--- config.mk ---
export PLATFORM = sky130hd
export DESIGN_NAME = vcr_control_regs
export DESIGN_NICKNAME = d
export VERILOG_FILES = /design/src/vcr_pkg.sv /design/src/vcr_control_regs.sv
export VERILOG_INCLUDE_DIRS = /design/src
export SDC_FILE = /design/constraint.sdc
export NUM_CORES = 1
export LEC_CHECK = 0
export CORE_MARGIN = 4
export CORE_UTILIZATION = 64
export CTS_CLUSTER_SIZE = 24
export DETAILED_ROUTE_END_ITERATION = 6
export DONT_BUFFER_PORTS = 1
export PLACE_DENSITY_LB_ADDON = 0.2
export RECOVER_POWER = 50
export SETUP_SLACK_MARGIN = 0.2
export SYNTH_ARGS = -nofsm -noshare
export SYNTH_HDL_FRONTEND = slang
export SYNTH_SLANG_ARGS = --single-unit
--- constraint.sdc ---
create_clock -name clk -period 3.87 [get_ports clk]
set_input_delay 0.774 -clock clk [delete_from_list [all_inputs] [get_ports clk]]
set_output_delay 0.774 -clock clk [all_outputs]
set_load 0.01 [all_outputs]
--- src/vcr_defs.svh ---
// Constants of the codec control register bank: subaddresses, bit fields, reset values.
// Assumes inclusion by bare name from the package, ahead of the bank itself.
`ifndef VCR_DEFS_SVH
`define VCR_DEFS_SVH

////////////////////////////////////////////////////////////////////////////////
// Subaddresses held by this bank
`define VCR_ADDR_OUTPUT_CONFIG   8'h01
`define VCR_ADDR_INPUT_CONFIG    8'h02
`define VCR_ADDR_FRONT_MODE      8'h03
`define VCR_ADDR_GAIN_LOW        8'h04
`define VCR_ADDR_GAIN_HIGH       8'h05
`define VCR_ADDR_BLACK_LEVEL     8'h06
`define VCR_ADDR_CLAMP_TIMING    8'h07
`define VCR_ADDR_FINE_CLAMP      8'h08
`define VCR_ADDR_COARSE_CLAMP    8'h09
`define VCR_ADDR_FIRST           8'h01
`define VCR_ADDR_LAST            8'h09

// Storage index is the subaddress less the first one
`define VCR_IDX_OUTPUT_CONFIG    0
`define VCR_IDX_INPUT_CONFIG     1
`define VCR_IDX_FRONT_MODE       2
`define VCR_IDX_GAIN_LOW         3
`define VCR_IDX_GAIN_HIGH        4
`define VCR_IDX_BLACK_LEVEL      5
`define VCR_IDX_CLAMP_TIMING     6
`define VCR_IDX_FINE_CLAMP       7
`define VCR_IDX_COARSE_CLAMP     8
`define VCR_REG_DEPTH            9
`define VCR_IDX_WIDTH            4

////////////////////////////////////////////////////////////////////////////////
// Converter output configuration fields
`define VCR_CONV_PD_LSB          0
`define VCR_CONV_PD_MSB          3
`define VCR_BIT_DUAL_EDGE        4
`define VCR_BIT_DUAL_CLOCK       5
`define VCR_BIT_CHROMA_422       6
`define VCR_BIT_INPUT_INVERT     7

// Analog input configuration fields
`define VCR_INCFG_LSB            0
`define VCR_INCFG_MSB            3
`define VCR_SHA_PD_LSB           4
`define VCR_SHA_PD_MSB           6
`define VCR_BIT_AUX_PD           7

// Analog front mode fields
`define VCR_BIT_CLAMP_HALF       0
`define VCR_BIT_DIFFERENTIAL     1
`define VCR_BIT_SHA_GAIN         2
`define VCR_BIT_VOLTAGE_CLAMP    3
`define VCR_BIT_OUTPUT_DISABLE   4
`define VCR_BIT_SYNC_POLARITY    5

// Gain multiplier and gating
`define VCR_GAIN_HIGH_LSB        0
`define VCR_GAIN_HIGH_MSB        3
`define VCR_BIT_GAIN_SYNC_GATE   4

// Black level and clamp timing
`define VCR_BLACK_LSB            0
`define VCR_BLACK_MSB            6
`define VCR_FINE_TIME_LSB        0
`define VCR_FINE_TIME_MSB        2
`define VCR_COARSE_TIME_LSB      3
`define VCR_COARSE_TIME_MSB      5
`define VCR_BIT_CLAMP_SYNC_GATE  6

// Per-clamp pairs: direction at 2i, trigger at 2i+1
`define VCR_CLAMPS_PER_GROUP     3
`define VCR_CLAMP_COUNT          6

// Reset value and clamp count constants
`define VCR_RESET_VALUE          8'h00
`define VCR_COUNT_ZERO           3'h0
`define VCR_COUNT_STEP           3'h1

`endif

--- src/vcr_pkg.sv ---
// Types shared by the codec control register bank and its surroundings.
// Assumes vcr_defs.svh is on the include path.
`include "vcr_defs.svh"

package vcr_pkg;

    typedef logic [7:0] vcr_byte_type;

    // Register port from the serial bus controller
    typedef struct packed {
        logic         write;
        logic         read;
        logic [7:0]   subaddress;
        vcr_byte_type write_data;
    } vcr_reg_request_type;

    // Static configuration driven to the analog and converter sections
    typedef struct packed {
        logic [3:0]  converter_power_down;
        logic        dual_edge_select;
        logic        dual_clock_select;
        logic        subsampled_chroma_select;
        logic        chroma_422_active;
        logic        converter_input_invert;
        logic [3:0]  input_config;
        logic [2:0]  sha_power_down;
        logic        aux_power_down;
        logic        clamp_current_half;
        logic        differential_inputs;
        logic        sha_gain_two;
        logic        voltage_clamp_enable;
        logic        digital_output_disable;
        logic        sync_polarity_select;
        logic [11:0] gain_multiplier;
        logic        gain_active;
        logic [6:0]  black_level;
    } vcr_config_type;

    // Live clamp drive
    typedef struct packed {
        logic [2:0] fine_on;
        logic [2:0] fine_up;
        logic [2:0] coarse_on;
        logic [2:0] coarse_up;
    } vcr_clamp_type;

    // Whole state of the bank
    typedef struct packed {
        vcr_byte_type [`VCR_REG_DEPTH-1:0]   regs;
        vcr_byte_type                        read_data;
        logic                                sync_meta;
        logic                                sync_stable;
        logic                                sync_prev;
        logic                                gain_on;
        logic                                gain_pending;
        logic [`VCR_CLAMP_COUNT-1:0]         trigger_prev;
        logic [`VCR_CLAMP_COUNT-1:0]         pending;
        logic [`VCR_CLAMP_COUNT-1:0]         clamp_on;
        logic [`VCR_CLAMP_COUNT-1:0][2:0]    count;
    } vcr_state_type;

endpackage

--- src/vcr_control_regs.sv ---
// Control register bank of the video codec: configuration, gain word and clamp timers.
// Assumes a serial bus controller outside that handles the subaddress and auto-increment,
// issuing one-cycle write or read strobes on clk; sync_in arrives asynchronously.
//
// What this block does
// Four-bit converter power-down field, zero enables converter.
// Dual-edge bit selects both-edge input capture.
// Dual-clock bit allows two input clocks.
// 4:2:2 works only with both clocking bits clear.
// Invert bit inverts converter input data.
// Four-bit field selects analog input configuration.
// Sample-and-hold power-down bits, zero enables.
// Auxiliary converter power-down bit, zero enables.
// Clamp-current bit halves all clamp currents.
// Input-mode bit selects differential analog inputs.
// Sample-and-hold gain bit: one or two.
// Voltage-clamp bit enables voltage clamps.
// Output-disable bit tri-states digital outputs.
// Sync polarity bit defines active sync level.
// Gain word: eight low, four high bits.
// Gain sync gate waits for next sync.
// Seven-bit black level, value over sixteen.
// Fine and coarse clamp on-time fields.
// Clamp sync gate waits for next sync.
// Fine clamp direction and trigger bits.
// Coarse clamp direction and trigger bits.
// Host writes zero to reserved bits.
// Clamp triggers fire on zero-to-one only.
// Ungated clamps start now, gated on sync.
// All bank registers read and write.
// On-time counts clock cycles, then clamp ends.

module vcr_control_regs
(
    input  wire logic                   clk,
    input  wire logic                   reset_n,
    input  wire vcr_pkg::vcr_reg_request_type request,
    output logic                        request_ack,
    output vcr_pkg::vcr_byte_type       read_data,
    input  wire logic                   sync_in,
    output vcr_pkg::vcr_config_type     config_out,
    output vcr_pkg::vcr_clamp_type      clamp_out
);

    ////////////////////////////////////////////////////////////////////////////////
    // Decoding shared by the ack and the register access

    function automatic logic vcr_addr_valid(input logic [7:0] addr);
        vcr_addr_valid = (addr >= `VCR_ADDR_FIRST) && (addr <= `VCR_ADDR_LAST);
    endfunction

    function automatic logic [`VCR_IDX_WIDTH-1:0] vcr_addr_index(input logic [7:0] addr);
        logic [7:0] offset;
        offset = addr - `VCR_ADDR_FIRST;
        vcr_addr_index = offset[`VCR_IDX_WIDTH-1:0];
    endfunction

    vcr_pkg::vcr_state_type state;
    vcr_pkg::vcr_state_type next_state;

    logic                              sync_active;
    logic                              sync_edge;
    logic [`VCR_CLAMP_COUNT-1:0]       trigger;
    logic [`VCR_CLAMP_COUNT-1:0]       direction;
    logic [`VCR_CLAMP_COUNT-1:0][2:0]  on_time;
    logic                              clamp_gate;
    logic                              gain_write;
    logic                              start;
    logic                              rise;

    // Unmapped subaddresses are not acknowledged; the controller then drops the transfer
    assign request_ack = vcr_addr_valid(request.subaddress);
    assign read_data   = state.read_data;

    ////////////////////////////////////////////////////////////////////////////////
    // Next state

    always_comb
    begin
        next_state = state;
        start      = 1'b0;
        rise       = 1'b0;

        // Plain two-stage synchroniser on the sync pin
        next_state.sync_meta   = sync_in;
        next_state.sync_stable = state.sync_meta;
        next_state.sync_prev   = sync_active;

        // host register access
        if (request.write && request_ack)
        begin
            next_state.regs[vcr_addr_index(request.subaddress)] = request.write_data;
        end
        if (request.read && request_ack)
        begin
            next_state.read_data = state.regs[vcr_addr_index(request.subaddress)];
        end

        // gain waits for sync when gated
        if (gain_write)
        begin
            next_state.gain_on      = ~next_state.regs[`VCR_IDX_GAIN_HIGH][`VCR_BIT_GAIN_SYNC_GATE];
            next_state.gain_pending = next_state.regs[`VCR_IDX_GAIN_HIGH][`VCR_BIT_GAIN_SYNC_GATE];
        end
        else if (state.gain_pending && sync_edge)
        begin
            next_state.gain_on      = 1'b1;
            next_state.gain_pending = 1'b0;
        end

        for (int i = 0; i < `VCR_CLAMP_COUNT; i++)
        begin
            // fire on rising trigger only
            rise = trigger[i] & ~state.trigger_prev[i];
            next_state.trigger_prev[i] = trigger[i];

            // count down cycles
            if (state.count[i] != `VCR_COUNT_ZERO)
            begin
                next_state.count[i] = 3'(state.count[i] - `VCR_COUNT_STEP);
            end

            // immediate or sync-timed start
            start = (rise & ~clamp_gate) | (state.pending[i] & sync_edge);
            // hold until next sync
            if (rise && clamp_gate)
            begin
                next_state.pending[i] = 1'b1;
            end
            // load programmed on-time
            if (start)
            begin
                next_state.count[i]   = on_time[i];
                next_state.pending[i] = 1'b0;
            end
            next_state.clamp_on[i] = (next_state.count[i] != `VCR_COUNT_ZERO);
        end
    end

    ////////////////////////////////////////////////////////////////////////////////
    // Sync qualification and clamp field views

    always_comb
    begin
        // normalise sync to active-high
        sync_active = state.regs[`VCR_IDX_FRONT_MODE][`VCR_BIT_SYNC_POLARITY]
                      ? state.sync_stable : ~state.sync_stable;
        sync_edge   = sync_active & ~state.sync_prev;
        clamp_gate  = state.regs[`VCR_IDX_CLAMP_TIMING][`VCR_BIT_CLAMP_SYNC_GATE];
        gain_write  = request.write && request_ack
                      && ((request.subaddress == `VCR_ADDR_GAIN_LOW)
                          || (request.subaddress == `VCR_ADDR_GAIN_HIGH));
        for (int i = 0; i < `VCR_CLAMPS_PER_GROUP; i++)
        begin
            // fine clamp bit pairs
            direction[i] = state.regs[`VCR_IDX_FINE_CLAMP][2*i];
            trigger[i]   = state.regs[`VCR_IDX_FINE_CLAMP][2*i+1];
            on_time[i]   = state.regs[`VCR_IDX_CLAMP_TIMING][`VCR_FINE_TIME_MSB:`VCR_FINE_TIME_LSB];
            // coarse clamp bit pairs
            direction[i+`VCR_CLAMPS_PER_GROUP] = state.regs[`VCR_IDX_COARSE_CLAMP][2*i];
            trigger[i+`VCR_CLAMPS_PER_GROUP]   = state.regs[`VCR_IDX_COARSE_CLAMP][2*i+1];
            on_time[i+`VCR_CLAMPS_PER_GROUP]   =
                state.regs[`VCR_IDX_CLAMP_TIMING][`VCR_COARSE_TIME_MSB:`VCR_COARSE_TIME_LSB];
        end
    end

    ////////////////////////////////////////////////////////////////////////////////
    // Configuration outputs from stored bits; 4:2:2 active is also gated by both clock modes

    always_comb
    begin
        // converter power-down
        config_out.converter_power_down =
            state.regs[`VCR_IDX_OUTPUT_CONFIG][`VCR_CONV_PD_MSB:`VCR_CONV_PD_LSB];
        // dual-edge capture
        config_out.dual_edge_select  = state.regs[`VCR_IDX_OUTPUT_CONFIG][`VCR_BIT_DUAL_EDGE];
        // dual-clock capture
        config_out.dual_clock_select = state.regs[`VCR_IDX_OUTPUT_CONFIG][`VCR_BIT_DUAL_CLOCK];
        config_out.subsampled_chroma_select = state.regs[`VCR_IDX_OUTPUT_CONFIG][`VCR_BIT_CHROMA_422];
        // 4:2:2 blocked by either clock mode
        config_out.chroma_422_active = state.regs[`VCR_IDX_OUTPUT_CONFIG][`VCR_BIT_CHROMA_422]
                                       & ~state.regs[`VCR_IDX_OUTPUT_CONFIG][`VCR_BIT_DUAL_EDGE]
                                       & ~state.regs[`VCR_IDX_OUTPUT_CONFIG][`VCR_BIT_DUAL_CLOCK];
        // input inversion
        config_out.converter_input_invert = state.regs[`VCR_IDX_OUTPUT_CONFIG][`VCR_BIT_INPUT_INVERT];
        // analog input configuration
        config_out.input_config   = state.regs[`VCR_IDX_INPUT_CONFIG][`VCR_INCFG_MSB:`VCR_INCFG_LSB];
        // sample-and-hold power-down
        config_out.sha_power_down = state.regs[`VCR_IDX_INPUT_CONFIG][`VCR_SHA_PD_MSB:`VCR_SHA_PD_LSB];
        // auxiliary converter power-down
        config_out.aux_power_down = state.regs[`VCR_IDX_INPUT_CONFIG][`VCR_BIT_AUX_PD];
        // half clamp current
        config_out.clamp_current_half     = state.regs[`VCR_IDX_FRONT_MODE][`VCR_BIT_CLAMP_HALF];
        // differential inputs
        config_out.differential_inputs    = state.regs[`VCR_IDX_FRONT_MODE][`VCR_BIT_DIFFERENTIAL];
        // gain of two
        config_out.sha_gain_two           = state.regs[`VCR_IDX_FRONT_MODE][`VCR_BIT_SHA_GAIN];
        // voltage clamps
        config_out.voltage_clamp_enable   = state.regs[`VCR_IDX_FRONT_MODE][`VCR_BIT_VOLTAGE_CLAMP];
        // digital output tri-state
        config_out.digital_output_disable = state.regs[`VCR_IDX_FRONT_MODE][`VCR_BIT_OUTPUT_DISABLE];
        config_out.sync_polarity_select   = state.regs[`VCR_IDX_FRONT_MODE][`VCR_BIT_SYNC_POLARITY];
        // assemble twelve-bit gain word
        config_out.gain_multiplier = {state.regs[`VCR_IDX_GAIN_HIGH][`VCR_GAIN_HIGH_MSB:`VCR_GAIN_HIGH_LSB],
                                      state.regs[`VCR_IDX_GAIN_LOW]};
        config_out.gain_active     = state.gain_on;
        // black level over sixteen
        config_out.black_level = state.regs[`VCR_IDX_BLACK_LEVEL][`VCR_BLACK_MSB:`VCR_BLACK_LSB];

        // Direction only matters while the clamp runs, so it is masked when idle
        clamp_out.fine_on   = state.clamp_on[`VCR_CLAMPS_PER_GROUP-1:0];
        clamp_out.fine_up   = state.clamp_on[`VCR_CLAMPS_PER_GROUP-1:0]
                              & direction[`VCR_CLAMPS_PER_GROUP-1:0];
        clamp_out.coarse_on = state.clamp_on[`VCR_CLAMP_COUNT-1:`VCR_CLAMPS_PER_GROUP];
        clamp_out.coarse_up = state.clamp_on[`VCR_CLAMP_COUNT-1:`VCR_CLAMPS_PER_GROUP]
                              & direction[`VCR_CLAMP_COUNT-1:`VCR_CLAMPS_PER_GROUP];
    end

    ////////////////////////////////////////////////////////////////////////////////
    // State register

    always_ff @(posedge clk or negedge reset_n)
    begin
        if (!reset_n)
        begin
            state              <= '0;
            for (int i = 0; i < `VCR_REG_DEPTH; i++)
            begin
                state.regs[i]  <= `VCR_RESET_VALUE;
            end
            // Sync idles high under the reset polarity, so no false edge
            state.sync_meta    <= 1'b1;
            state.sync_stable  <= 1'b1;
            // Gain runs ungated out of reset
            state.gain_on      <= 1'b1;
        end
        else
        begin
            state <= next_state;
        end
    end

endmodule

==> implementation parameters <==
Parameter                              Value

Run status
  Status    complete, but fails checks
  Violated checks    capacitance limit, slew limit

Clocking
  Clk Latency, worst-skew pair    520 ps
  CTS tree    done
  Total CTS buffers    17
  # H-tree levels    4
  Root Buffer    sky130_fd_sc_hd__clkbuf_8
  Number of buffers inserted to repair setup after CTS    0
  Count of cells resized by post-cts repair    0
  Sinks on Clock Net    121
  Number of hold buffers added after CTS    1
  Clock transition time at the flip-flop clock pins of the worst setup and hold paths    60 ps
  Buffers from clock root to sink, at most    2

Final layout
  Share of cells above drive strength 1    0.3489
  Antenna Diode Count    0
  Post-layout utilization of the core    0.7043
  Number of nets in the final layout    481
  Post-route cell area    6600 um^2
  Area added between synthesis and finish    6.030%
  Post-route non-filler standard cell count    579
  Filler Cells Inserted    665

Logic synthesis
  Synthesized netlist net count    526
  Dominant cell by count in the synthesized netlist    sky130_fd_sc_hd__dfrtp_1
  Top FF cell, synth    sky130_fd_sc_hd__dfrtp_1
  Yosys warning count    0
  Number of flops mapped to enable cells by yosys    0
  Count of mapped cells out of synthesis    482
  Largest area contributor in the netlist    sky130_fd_sc_hd__dfrtp_1
  XOR/XNOR share of the synthesized area    0.009849
  Number of synthesized register bits    121
  Area fraction in compound gates after synthesis    0.06774
  Combinational family with the most area after synthesis    multiplexers
  Avg Inst Size Synth    12.91 um^2
  Area share of and/or/nand/nor cells after synthesis    0.06533
  Synth cell types    41
  Dominant cells by area after synthesis    sky130_fd_sc_hd__dfrtp_1, sky130_fd_sc_hd__mux2_2, sky130_fd_sc_hd__buf_4
  Cell area after synthesis    6225 um^2
  Proportion of synthesized area in mux cells    0.2304
  Post-Synth Adder-Cell Area    0.04623
  Cell types with the highest counts after synthesis    sky130_fd_sc_hd__dfrtp_1, sky130_fd_sc_hd__mux2_2, sky130_fd_sc_hd__buf_4, sky130_fd_sc_hd__inv_1, sky130_fd_sc_hd__ha_1
  Top cell type's share of synthesized area    0.4744
  Share of the yosys chip area belonging to registers    0.4870
  Async set-reset flop share out of synthesis    1.000

Drt
  Total iterations of the first detailed-routing run    5
  Routed wirelength normalized by instance count    22.76 um
  Final WL    13.18 mm
  Residual DRC    0
  Via density per instance    6.266
  Number of DRC violations after detailed-routing iteration 0    300
  Vias after detailed routing    3628
  Antenna-violating nets left    0

Die
  Initial Util    0.6642
  Placement row count    35
  Die Y-Extent    106.6 um
  Number of placed I/O pins    85
  Overall die area    11370 um^2
  Placeable core region    9371 um^2
  Width of the die    106.6 um

Timing
  Minimum setup slack in the final design    722.3 ps
  Final Max Tran Viols    119
  Final sum of negative setup slack    0 ps
  Skew final    4.962 ps
  Setup repair after global routing missed its margin    false
  Ratio of final minimum period to clock period    0.8134
  Hold slack final    95.77 ps
  Fmax achieved    317.7 MHz
  Endpoints failing setup    0
  Min cycle time layout    3148 ps
  Normalized max-slew margin    -0.9053
  Final number of hold-violating endpoints    0
  Transition time at the pin with the least slew margin    2858 ps

Placed design
  Number of placed instances, taps included    546
  Placed cell area    5943 um^2
  Count of buffers from port buffering    0
  Final weighted congestion in routability-driven placement    0.8755
  Post-Place Setup Slack    585.3 ps
  DP HPWL    8.589 mm

Critical path
  Cell count along the critical path    4
  Worst R2R Path Depth    4
  Crit path capture type    output port
  Critical path buffer and inverter count    1
  Critical Path Max Stage Delay    950 ps
  Type of the setup path with the least slack    input pin to output port
  Crit path max-delay cell type    sky130_fd_sc_hd__nor4b_1
  Crit path cell chain    inv_1 > ha_1 > nor4b_1 > a211oi_1
  Kind of cell adding the most delay to the critical path    simple AND/OR/NAND/NOR gates
  Kind of start point of the critical path    input pin
  Worst endpoint required time    3100 ps
  Arrival time worst endpoint    2370 ps
  Maximum fanout encountered on the critical timing path    22

Pwr
  Worst IR Drop VDD    0.3919 mV
  Post-route total power    4.140 mW
  LEAKAGE    3.095 nW
  PD cells    627.3 nW/um^2

GRT
  GRT Overall Usage    0.2484
  Largest net degree at the start of global routing    119
  Global-route wire length before repair    21.34 mm
  Antenna violations before repair    0
  Global-route congestion overflow total    0
  Vias in the first global route    3874

Hold path
  Worst min-delay path category    input pin to async pin

Run
  # Max-Cap Violations    1
[path summary, 6_finish.rpt]
kind	end	startpoint	slack (ps)
min in group clk	next_state[39]	sync_in	250
worst max-delay path	request_ack	request[8]	720
worst min-delay path	config_out[7]	reset_n	100
max in group asynchronous	read_data[7]	reset_n	1040
worst min register to register	state[39]	next_state[39]	370
worst max register to register	state[1]	config_out[20]	1750
[metal layers]
metal  global-route usage  share of wire
met5                    0              0
met2               0.3993           0.50
met3              0.08970          0.078
met1               0.3132           0.40
met4              0.08676          0.015
[flip-flops by register name, summed over array words and instances (netlist names)]
| register | flops |
|---|---|
| clamp_out | 6 |
| direction | 6 |
| read_data | 8 |
| next_state | 7 |
| state | 45 |
| on_time | 6 |
| config_out | 42 |
| clamp_gate | 1 |
[power by group]
group          internal [mW]  switching, mW  total, mW
Combinational          0.401          0.372      0.773
Clock                   1.13          0.623       1.75
Sequential              1.45          0.167       1.62
[layout make-up]
type	instances	area, um^2	share of cell area
Sequential cell	121	3032	0.4593
Tap cell	129	161.4	0.02446
Clock buffer	17	414.1	0.06275
Clock inverter	15	237.7	0.03602
Timing Repair Buffer	5	35.03	0.005308
Inverter	29	108.9	0.01649
Multi-Input combinational cell	263	2611	0.3956
[kinds of logic after synthesis]
| kind of cell | count (synthesis) |
|---|---|
| DFF | 121 |
| muxes | 112 |
| buffers and inverters | 98 |
| and+or+nand+nor | 68 |
| AOI/OAI and AO/OA | 53 |
| adders and majority gates | 23 |
| xor gates and xnor gates | 7 |
[layout by cell type (no fill, tap or decap), types with 4 or more instances in the layout]
cell type,Yosys,final
sky130_fd_sc_hd__nand3b_1,5,5
sky130_fd_sc_hd__and2_1,6,6
sky130_fd_sc_hd__nor3b_1,4,4
sky130_fd_sc_hd__inv_1,29,29
sky130_fd_sc_hd__bufinv_16,0,5
sky130_fd_sc_hd__dfrtp_1,118,118
sky130_fd_sc_hd__inv_6,0,4
sky130_fd_sc_hd__nor2_1,12,12
sky130_fd_sc_hd__nor2b_1,12,12
sky130_fd_sc_hd__ha_1,23,23
sky130_fd_sc_hd__a22oi_1,6,6
sky130_fd_sc_hd__nand2_1,6,6
sky130_fd_sc_hd__o21ai_0,6,6
sky130_fd_sc_hd__xnor2_1,7,7
sky130_fd_sc_hd__mux4_2,16,16
sky130_fd_sc_hd__clkbuf_16,0,16
sky130_fd_sc_hd__o21a_1,6,6
sky130_fd_sc_hd__a21oi_1,15,15
sky130_fd_sc_hd__mux2_2,90,90
sky130_fd_sc_hd__nand3_2,6,6
sky130_fd_sc_hd__mux2i_1,6,6
sky130_fd_sc_hd__a222oi_1,8,8
sky130_fd_sc_hd__buf_4,56,4
sky130_fd_sc_hd__nand3_1,7,7
Power figures use the tool's default switching activity.
